--- src/inc/crdec_pkg.sv ---
// Purpose: constants and types for the compact record decoder
// Assumes: byte-serial input, one byte per accepted cycle
// Notes: timestamps are seconds after the message reference instant
package crdec_pkg;
    localparam int BYTE_W = 8;
    localparam int GROUP_W = 7;
    localparam int MANT_W = 35;
    localparam int TS_W = 40;
    localparam int VAL_W = 48;
    localparam int PAR_W = 4;
    localparam int NPARAM = 16;
    localparam int MAX_NUM_BYTES = 5;
    localparam int CONT_BIT = 7;
    localparam int SIGN_BIT = 3;
    localparam int SINGLE_BIT = 2;
    localparam int TYPE_LSB = 4;
    localparam int UNIT_LSB = 0;
    localparam int EXP_LSB = 0;
    localparam logic [TS_W-1:0] TS_RESET = 40'h00_0000_0000;
    localparam logic [VAL_W-1:0] VAL_RESET = 48'h0000_0000_0000;
    localparam logic [TS_W-1:0] SEC_PER_DAY = 40'h00_0001_5180;
    localparam logic [TS_W-1:0] SEC_PER_HOUR = 40'h00_0000_0E10;
    localparam logic [TS_W-1:0] SEC_PER_MIN = 40'h00_0000_003C;
    localparam logic [TS_W-1:0] SEC_PER_SEC = 40'h00_0000_0001;
    localparam logic [1:0] UNIT_DAY = 2'h0;
    localparam logic [1:0] UNIT_HOUR = 2'h1;
    localparam logic [1:0] UNIT_MIN = 2'h2;
    localparam logic [1:0] UNIT_SEC = 2'h3;

    typedef enum logic [1:0] {
        CRD_IDLE = 2'b00,
        CRD_TIME = 2'b01,
        CRD_VALUE = 2'b10
    } crdec_state_type;
endpackage

--- src/inc/crdec_num_if.sv ---
// Purpose: carries number bytes to the mantissa assembler
// Assumes: one clock domain
// Notes: start clears, take adds one group
`timescale 1ns/1ns
interface crdec_num_if;
    import crdec_pkg::*;
    logic start;
    logic take;
    logic [BYTE_W-1:0] data;
    logic [MANT_W-1:0] mant;
    logic [2:0] count;

    modport host (output start, output take, output data,
        input mant, input count);
    modport asm (input start, input take, input data,
        output mant, output count);
endinterface

--- src/logic/crdec_mant.sv ---
// Purpose: assembles number-byte groups into one unsigned mantissa
// Assumes: start and take never in the same cycle
// Notes: mant is combinational, includes the byte taken this cycle
`timescale 1ns/1ns
module crdec_mant (
    input wire logic CLOCK_IN,       // system clock
    input wire logic SYS_RST_IN,     // async reset, active high
    crdec_num_if.asm num             // group feed
);
    import crdec_pkg::*;

    logic [MANT_W-1:0] mant_r;
    logic [MANT_W-1:0] mant_nxt;
    logic [2:0] count_r;
    logic [2:0] count_nxt;
    logic [MANT_W-1:0] grp;

    always_comb begin
        mant_nxt = mant_r;
        count_nxt = count_r;
        grp = {{(MANT_W-GROUP_W){1'b0}}, num.data[GROUP_W-1:0]};
        if (num.start) begin
            mant_nxt = '0;
            count_nxt = 3'h0;
        end else if (num.take && count_r < 3'(MAX_NUM_BYTES)) begin
            // low group first, weight 128 per step
            mant_nxt = mant_r | (grp << (GROUP_W * count_r));
            count_nxt = count_r + 3'h1;
        end
    end

    always_ff @(posedge CLOCK_IN or posedge SYS_RST_IN) begin
        if (SYS_RST_IN) begin
            mant_r <= '0;
            count_r <= 3'h0;
        end else begin
            mant_r <= mant_nxt;
            count_r <= count_nxt;
        end
    end

    assign num.mant = mant_nxt;
    assign num.count = count_r;
endmodule

--- src/logic/crdec_top.sv ---
// Purpose: decodes compacted time/value records into timestamped values
// Assumes: MSG_START_IN pulses before the first byte of each message
// Notes: values are signed integers scaled by 10^exponent, exponent output
`timescale 1ns/1ns
module crdec_top (
    input wire logic CLOCK_IN, // system clock
    input wire logic SYS_RST_IN, // async reset, high
    input wire logic MSG_START_IN, // new message pulse
    input wire logic BYTE_VALID_IN, // byte strobe
    input wire logic [crdec_pkg::BYTE_W-1:0] BYTE_IN, // payload byte
    output logic OUT_VALID_OUT, // result strobe
    output logic [crdec_pkg::PAR_W-1:0] OUT_PARAM_OUT, // parameter number
    output logic [crdec_pkg::TS_W-1:0] OUT_TIME_OUT, // seconds since ref
    output logic [crdec_pkg::VAL_W-1:0] OUT_VALUE_OUT, // running value
    output logic [2:0] OUT_EXP_OUT, // decimal exponent
    output logic FORMAT_ERR_OUT // record too long pulse
);
    import crdec_pkg::*;

    crdec_num_if num ();

    crdec_mant u_mant (
        .CLOCK_IN(CLOCK_IN),
        .SYS_RST_IN(SYS_RST_IN),
        .num(num)
    );

    crdec_state_type state_r, state_nxt;
    logic [BYTE_W-1:0] hdr_r, hdr_nxt;
    logic [TS_W-1:0] ts_r, ts_nxt;
    logic [VAL_W-1:0] vals_r [NPARAM];
    logic [VAL_W-1:0] vals_nxt [NPARAM];
    logic ov_r, ov_nxt;
    logic [PAR_W-1:0] op_r, op_nxt;
    logic [TS_W-1:0] ot_r, ot_nxt;
    logic [VAL_W-1:0] ovl_r, ovl_nxt;
    logic [2:0] oe_r, oe_nxt;
    logic err_r, err_nxt;
    logic [PAR_W-1:0] par;
    logic [VAL_W-1:0] newval;
    logic [TS_W-1:0] dt;

    function automatic logic [TS_W-1:0] unit_secs(input logic [1:0] u);
        case (u)
            UNIT_DAY: unit_secs = SEC_PER_DAY;
            UNIT_HOUR: unit_secs = SEC_PER_HOUR;
            UNIT_MIN: unit_secs = SEC_PER_MIN;
            default: unit_secs = SEC_PER_SEC;
        endcase
    endfunction

    function automatic logic [TS_W-1:0] ts_step(input logic [TS_W-1:0] t,
        input logic [TS_W-1:0] d, input logic neg);
        ts_step = neg ? t - d : t + d;
    endfunction

    assign num.data = BYTE_IN;

    always_comb begin
        state_nxt = state_r;
        hdr_nxt = hdr_r;
        ts_nxt = ts_r;
        vals_nxt = vals_r;
        ov_nxt = 1'b0;
        op_nxt = op_r;
        ot_nxt = ot_r;
        ovl_nxt = ovl_r;
        oe_nxt = oe_r;
        err_nxt = 1'b0;
        num.start = 1'b0;
        num.take = 1'b0;
        par = hdr_r[TYPE_LSB +: PAR_W];
        newval = VAL_RESET;
        dt = TS_RESET;
        if (MSG_START_IN) begin
            state_nxt = CRD_IDLE;
            ts_nxt = TS_RESET;
            for (int i = 0; i < NPARAM; i++) begin
                vals_nxt[i] = VAL_RESET;
            end
            num.start = 1'b1;
        end else if (BYTE_VALID_IN) begin
            case (state_r)
                CRD_IDLE: begin
                    hdr_nxt = BYTE_IN;
                    num.start = 1'b1;
                    if (BYTE_IN[TYPE_LSB +: PAR_W] == '0) begin
                        if (BYTE_IN[SINGLE_BIT]) begin
                            ts_nxt = ts_step(ts_r,
                                unit_secs(BYTE_IN[UNIT_LSB +: 2]),
                                BYTE_IN[SIGN_BIT]);
                        end else begin
                            state_nxt = CRD_TIME;
                        end
                    end else begin
                        state_nxt = CRD_VALUE;
                    end
                end
                CRD_TIME, CRD_VALUE: begin
                    num.take = 1'b1;
                    if (num.count == 3'(MAX_NUM_BYTES-1)
                        && BYTE_IN[CONT_BIT]) begin
                        err_nxt = 1'b1;
                    end
                    if (!BYTE_IN[CONT_BIT] || err_nxt) begin
                        state_nxt = CRD_IDLE;
                        if (state_r == CRD_TIME) begin
                            dt = TS_W'(num.mant
                                * unit_secs(hdr_r[UNIT_LSB +: 2]));
                            ts_nxt = ts_step(ts_r, dt, hdr_r[SIGN_BIT]);
                        end else begin
                            newval = hdr_r[SIGN_BIT]
                                ? vals_r[par] - VAL_W'(num.mant)
                                : vals_r[par] + VAL_W'(num.mant);
                            vals_nxt[par] = newval;
                            ov_nxt = 1'b1;
                            op_nxt = par;
                            ot_nxt = ts_r;
                            ovl_nxt = newval;
                            oe_nxt = hdr_r[EXP_LSB +: 3];
                        end
                    end
                end
                default: state_nxt = CRD_IDLE;
            endcase
        end
    end

    always_ff @(posedge CLOCK_IN or posedge SYS_RST_IN) begin
        if (SYS_RST_IN) begin
            state_r <= CRD_IDLE;
            hdr_r <= 8'h00;
            ts_r <= TS_RESET;
            for (int i = 0; i < NPARAM; i++) begin
                vals_r[i] <= VAL_RESET;
            end
            ov_r <= 1'b0;
            op_r <= 4'h0;
            ot_r <= TS_RESET;
            ovl_r <= VAL_RESET;
            oe_r <= 3'h0;
            err_r <= 1'b0;
        end else begin
            state_r <= state_nxt;
            hdr_r <= hdr_nxt;
            ts_r <= ts_nxt;
            vals_r <= vals_nxt;
            ov_r <= ov_nxt;
            op_r <= op_nxt;
            ot_r <= ot_nxt;
            ovl_r <= ovl_nxt;
            oe_r <= oe_nxt;
            err_r <= err_nxt;
        end
    end

    assign OUT_VALID_OUT = ov_r;
    assign OUT_PARAM_OUT = op_r;
    assign OUT_TIME_OUT = ot_r;
    assign OUT_VALUE_OUT = ovl_r;
    assign OUT_EXP_OUT = oe_r;
    assign FORMAT_ERR_OUT = err_r;
endmodule

--- config.mk ---
export PLATFORM = sky130hd
export DESIGN_NAME = crdec_top
export DESIGN_NICKNAME = d
export VERILOG_FILES = /design/src/inc/crdec_pkg.sv /design/src/inc/crdec_num_if.sv /design/src/logic/crdec_mant.sv /design/src/logic/crdec_top.sv
export SDC_FILE = /design/constraint.sdc
export NUM_CORES = 2
export LEC_CHECK = 0
export BUFFER_PORTS_ARGS = -buffer_cell sky130_fd_sc_hd__buf_4
export CAP_MARGIN = 25
export CELL_PAD_IN_SITES_DETAIL_PLACEMENT = 2
export CELL_PAD_IN_SITES_GLOBAL_PLACEMENT = 2
export CORE_UTILIZATION = 33
export CTS_BUF_LIST = sky130_fd_sc_hd__clkbuf_2
export DETAILED_ROUTE_END_ITERATION = 16
export PLACE_DENSITY_LB_ADDON = 0.12
export SLEW_MARGIN = 20
export SYNTH_ARGS = -nofsm -noshare
export SYNTH_HDL_FRONTEND = slang
export SYNTH_SLANG_ARGS = --single-unit
export TNS_END_PERCENT = 1
--- constraint.sdc ---
create_clock -name CLOCK_IN -period 36.7 [get_ports CLOCK_IN]
set_input_delay 3.67 -clock CLOCK_IN [delete_from_list [all_inputs] [get_ports CLOCK_IN]]
set_output_delay 3.67 -clock CLOCK_IN [all_outputs]
set_load 0.05 [all_outputs]
---- Yosys cells after proc, flatten, opt, wreduce, memory -nomap -nowiden ----
Cells that the tools add are included.
storage, ports and cells
  bits in registers ....................... 953
  input port bits ......................... 12
cells by class
  add/sub/neg operators ................... 7
  $mul .................................... 2
  order comparisons ....................... 3
  equal/unequal tests ..................... 13
  shifts and indexed selects .............. 1
  multiplexer cells ....................... 61
  bitwise operators ....................... 4
  reductions and logical operators ........ 20
operator list
  operator               number
  $mux W768              5
  $bwmux W768            1
  $mux W40               18
  $bmux W48 S4           1
  $demux W48 S4          1
  $mux W48               4
  $pmux W17 S3           2
  $add A40 B40 Y40       2
  $pmux W40 S2           1
  $sub A40 B40 Y40       2
  $mux W35               2
  $add A48 B35 Y48       1
  $sub A48 B35 Y48       1
  $mul A35 B40 Y40       1
  $or A35 B35 Y35        1
  $shl A7 B6 Y35         1
  $mux W1                18
  $ne A3 B3 Y1 const B   4
  $mux W2                5
  $reduce_bool A2 Y1     4
  $eq A2 B1 Y1 const B   3
  $eq A2 B2 Y1 const B   3
  $logic_not A2 Y1       3
  $mul A3 B3 Y6 const A  1
  other kinds (21)       26

---- Depth between registers and ports, before layout ----
  depth in word-level cells ............... 19
  depth in mapped cells ................... 55
  depth with buffers taken out ............ 52

---- Hierarchy ----
A second synthesis with hierarchy kept.
second synthesis, totals
  cells, all modules ...................... 5464
  area total of the unflattened synthesis .. 60495.5 um^2
by module, submodules not included
  module      instances  cells each  area each (um^2)  sequential area each (um^2)
  crdec_top   1          5325        58997.8           22897.0
  crdec_mant  1          139         1497.7            950.9

---- Worst setup path after synthesis ----
OpenSTA, ideal clock, no wires.
  path type ............................... input to register
  start point ............................. input port BYTE_VALID_IN
  end point ............................... register ts_r[39]
  arrival ................................. 14082 ps
  required time ........................... 36572 ps
  path slack .............................. 22490 ps
  stages .................................. 45
  cells stage by stage .................... buf_2 > a21o_1 > buf_2 > buf_2 > buf_1 > clkbuf_1 > nor2_1 > nand2_1 > fa_1 > inv_1 > fa_1 > fa_1 > inv_1 > fa_1 > inv_1 > fa_1 > inv_1 > fa_1 > [9 not listed] > a2111o_1 > or4_1 > a21oi_1 > o31ai_1 > or4b_1 > o31ai_1 > xnor2_1 > o21ai_0 > ha_1 > clkbuf_1 > a21oi_1 > nor2b_1 > or3_1 > o21a_1 > o22ai_1 > nand2_1 > mux2i_1 > mux2_1
on the way
  word-level cells in the longest chain between the ends .. 13
  elaborated cells between the ends (all ways) .. 18
  those cells by class .................... 2 x add/sub; 1 x mul; 12 x mux; 3 x reduce/logical
RTL lines
  element                                               RTL line            source
  from (decl)                                           crdec_top.sv:9      input wire logic BYTE_VALID_IN,
  $mux W1                                               crdec_top.sv:82     end else if (BYTE_VALID_IN) begin
  $mux W1                                               crdec_top.sv:75     if (MSG_START_IN) begin
  $logic_and A1 B1 Y1                                   crdec_mant.sv:25    end else if (num.take && count_r < 3'(MAX_NUM_BYTES)) begin
  $mux W35                                              crdec_mant.sv:25
  $mux W35 (*)                                          crdec_mant.sv:22    if (num.start) begin
  via num.mant[10]                                      crdec_num_if.sv:10  logic [MANT_W-1:0] mant;
  $mul A35 B40 Y40 (*)                                  crdec_top.sv:109    * unit_secs(hdr_r[UNIT_LSB +: 2]));
  $add A40 B40 Y40 or $sub A40 B40 Y40 (tied branches)  crdec_top.sv:54     ts_step = neg ? t - d : t + d;
  $mux W40 (*)                                          crdec_top.sv:54
  $mux W40 (*)                                          crdec_top.sv:107    if (state_r == CRD_TIME) begin
  $mux W40 (*)                                          crdec_top.sv:105    if (!BYTE_IN[CONT_BIT] || err_nxt) begin
  $pmux W40 S2 (*)                                      crdec_top.sv:83     case (state_r)
  $mux W40 (*)                                          crdec_top.sv:82
  $mux W40 (*)                                          crdec_top.sv:75
  to (signal assigned)                                  crdec_top.sv:146    ts_r <= ts_nxt;
  to (decl)                                             crdec_top.sv:30     logic [TS_W-1:0] ts_r, ts_nxt;
Mark *: on every way through the listed nets, which the timed path passes. The rest lies on a longest branch. The select of a mux whose other input is x is not followed.
A chain may end at the register's enable or synchronous reset.

---- Worst setup path after layout ----
  start point ............................. input port MSG_START_IN
  end point ............................... register ts_r[39]
on the way
  word-level cells in the longest chain between the ends .. 12
  elaborated cells between the ends (all ways) .. 21
  those cells by class .................... 2 x add/sub; 1 x mul; 4 x eq/ne; 10 x mux; 4 x reduce/logical
RTL lines
  element                                               RTL line            source
  from (decl)                                           crdec_top.sv:8      input wire logic MSG_START_IN,
  $mux W1                                               crdec_top.sv:75
  $logic_and A1 B1 Y1                                   crdec_mant.sv:25
  $mux W35                                              crdec_mant.sv:25
  $mux W35 (*)                                          crdec_mant.sv:22
  via num.mant[7]                                       crdec_num_if.sv:10
  $mul A35 B40 Y40 (*)                                  crdec_top.sv:109
  $add A40 B40 Y40 or $sub A40 B40 Y40 (tied branches)  crdec_top.sv:54
  $mux W40 (*)                                          crdec_top.sv:54
  $mux W40 (*)                                          crdec_top.sv:107
  $mux W40 (*)                                          crdec_top.sv:105
  $pmux W40 S2 (*)                                      crdec_top.sv:83
  $mux W40 (*)                                          crdec_top.sv:82
  $mux W40 (*)                                          crdec_top.sv:75
Marked as above.

==> flow_metrics.py <==
metrics = {
    "clock_network": {
        "cts_tree": "yes",
        "clkSlewWorstSetupHoldPaths_ns": 0.11,
        "cts_root_buffer": "clkbuf_2",
        "cts_made_buffers": 296,
        "clk_latency_ns": 1.83,
        "cts.htree.levels": 5,
        "cts_setup_buffers": 0,
        "clock_path_buffers": 4,
        "cts_sinks": 953,
        "ctsResizeCount": 0,
        "cts-hold-fix-buffers": 0,
    },
    "pwr": {
        "combPwrFrac": 0.324,
        "clkPwrFrac": 0.280,
        "seq_power_share": 0.396,
        "ir_drop_mv": 0.04169,
        "p_int_mw": 1.657,
        "p_leak_nw": 33.38,
        "switching_share": 0.4256,
        "power.switching_mw": 1.228,
        "p_per_area_nw_per_um2": 42.96,
    },
    "timing": {
        "fin_hold_ws_ns": 0.4452,
        "final_max_slew_viol_count": 0,
        "worstMarginPinSlew_ns": 1.280,
        "fin_crit_ns": 14.00,
        "rsz0062_at_grt": "no",
        "fin_skew_ns": 0.2056,
        "hold_viol_final": 0,
        "max_freq_mhz": 71.45,
        "slew-limit-headroom": 0.1465,
        "setup_viol": 0,
        "setup_tns_ns": 0,
        "fin_crit_sh": 0.3814,
    },
    "setup_path": {
        "cp.arrival_ns": 15.58,
        "critPathLaunchType": "input pin",
        "r2r_end": "ts_r[39]",
        "cp_top_family": "adder cells",
        "cp-end-kind": "flip-flop",
        "r2r_slack_ns": 24.08,
        "r2r_start": "state_r[1]",
        "crit_start": "MSG_START_IN",
        "critPathMaxStageDelay_ns": 0.73,
        "crit_buf_inv": 7,
        "critPathSlowestCell": "nor3_1",
        "rr_worst_depth": 42,
        "path_class": "in -> reg",
        "path_common_cell": "fa_1",
        "worstPathMaxFanout": 25,
        "crit_required_ns": 38.28,
    },
    "floorplan": {
        "die_area_um2": 186100,
        "ios": 109,
        "die_h_um": 431.4,
        "start_util": 0.3323,
        "die_w_um": 431.4,
        "core_area_um2": 183100,
        "rows": 157,
    },
    "route": {
        "vias": 45674,
        "drt-total-wl_um": 226500,
        "ant_nets": 0,
        "drt_iter0_drc": 2384,
        "vias_per_cell": 5.492,
        "drt_pre_antenna_iters": 5,
        "avgRoutedWirePerCell_um": 27.24,
        "drt_drc_violations_left": 0,
    },
    "yosys": {
        "ys_ff_latch": 953,
        "synth-edff-count": 0,
        "ys.flop_type": "dfrtp_1",
        "syn_avg_cell_area_um2": 11.09,
        "syn_nets": 6179,
        "syn_area_um2": 60840,
        "yosysWarnings": 0,
        "syn_inst": 5488,
        "ys_seq_area_frac": 0.3919,
        "synth.distinct_cells": 89,
        "postSynth.asyncResetShare": 1.000,
    },
    "global_route": {
        "grt_pass1_wl_um": 343500,
        "gr-total-overflow": 0,
        "grt_pass1_vias": 51893,
        "grt_max_degree": 123,
        "grt.total_usage": 0.2457,
        "antenna_found_initial": 6,
    },
    "min_path": {
        "worstHoldPathCells": 2,
        "min_to": "OUT_TIME_OUT[6]",
        "hold_class": "reg -> reg",
        "worstHoldStart": "ts_r[6]",
    },
    "run_status": {
        "outcome": "finished, final reports clean",
    },
    "cells_and_area": {
        "final_cell_mix": "dfrtp_1, a22o_1, inv_1",
        "nets": 6341,
        "final.fill_count": 19643,
        "drive_gt1_frac": 0.1726,
        "final_common_cell": "dfrtp_1",
        "area.growth.synth_to_final_pct": 10.38,
    },
    "placed_design": {
        "io_buffers": 108,
        "dp_hpwl_um": 152500,
        "gp_congestion": 0.8363,
    },
    "run": {
        "cap_violations": 0,
    },
}
worst max path at each step:
stage                           endpoint  slack [ns]  cells after the start
after floorplan           FORMAT_ERR_OUT        6.23                      1
after global placement          ts_r[36]       21.19                     44
after detailed placement        ts_r[37]       20.85                     45
after CTS                       ts_r[37]       22.78                     45
after global routing            ts_r[39]       21.99                     42
final                           ts_r[39]       22.70                     42
flip-flops by register name, indices dropped and copies added (netlist names):
| name | count |
|---|---|
| vals_r | 768 |
| OUT_VALUE_OUT | 48 |
| OUT_TIME_OUT | 40 |
| ts_r | 40 |
| u_mant.mant_r | 35 |
| hdr_r | 8 |
| OUT_PARAM_OUT | 4 |
| OUT_EXP_OUT | 3 |
| u_mant.num.count | 3 |
| state_r | 2 |
| FORMAT_ERR_OUT | 1 |
| OUT_VALID_OUT | 1 |
synthesized netlist by cell type, types with 48 or more instances:
cell type,instances,share of area
fa_1,317,0.10
nor2_1,218,0.013
buf_1,48,0.0030
a22o_1,649,0.093
xnor2_1,138,0.020
nand3_1,49,0.0040
clkbuf_1,305,0.019
o21ai_0,186,0.015
ha_1,362,0.074
mux4_2,240,0.089
nand2_1,507,0.031
and2_1,148,0.015
xor2_1,49,0.0071
a21oi_1,234,0.019
a21o_1,86,0.011
dfrtp_1,953,0.39
inv_1,571,0.035
kinds of logic after synthesis:
kind of cell | synth area share
AND/OR/NAND/NOR | 0.08555
AO/OA/AOI/OAI | 0.1655
buffers and inverters | 0.05791
flip-flops | 0.3919
multiplexers | 0.09305
XOR/XNOR | 0.02729
adder cells (fa/ha/maj) | 0.1787
stage by stage:
| stage | cells | cell area, um2 | setup WS (ns) | utilization | power [mW] |
|---|---|---|---|---|---|
| after floorplan | 5488 | 60840 | 6.227 | - | 1.725 |
| after global placement | 7804 | 64600 | 21.19 | 0.3528 | 2.085 |
| after detailed placement | 7812 | 64720 | 20.85 | 0.3535 | 2.100 |
| after CTS | 8299 | 67080 | 22.78 | 0.3664 | 2.932 |
| after global routing | 8311 | 67150 | 21.99 | 0.3668 | 3.036 |
| final | 8316 | 67160 | 22.70 | 0.3668 | 2.885 |
routing by layer:
metal  vias up  track usage  share of wire  routed length (um)
li1      19783            -              -                   -
met1     24629       0.3149           0.43               98190
met2       933       0.4302           0.51              114800
met3       327      0.03597          0.036                8214
met4         2      0.06633          0.023                5281
met5         -            0       0.000079                  18
final cells by class:
type | instances | area (um2) | area share
Multi-Input combinational cell | 3601 | 33910 | 0.5049
Sequential cell | 953 | 23860 | 0.3553
Tap cell | 2464 | 3083 | 0.04590
Inverter | 571 | 2153 | 0.03206
Clock buffer | 418 | 2092 | 0.03115
Timing Repair Buffer | 227 | 1759 | 0.02619
Clock inverter | 69 | 270.3 | 0.004024
Antenna cell | 13 | 32.53 | 0.0004844
worst min-delay path, stage by stage (launching register included):
cell     delay (ns)
dfrtp_1        0.40
nand2_1        0.07
nand2_1        0.06
power groups by stage:
stage	Clock, mW	Sequential [mW]	Combinational, mW
detailed placement	0	1.16	0.937
global placement	0	1.16	0.922
global route	0.897	1.15	0.990
CTS	0.848	1.14	0.941
finish	0.808	1.14	0.936
floorplan	0	1.24	0.486
Power figures use the tool's default switching activity.
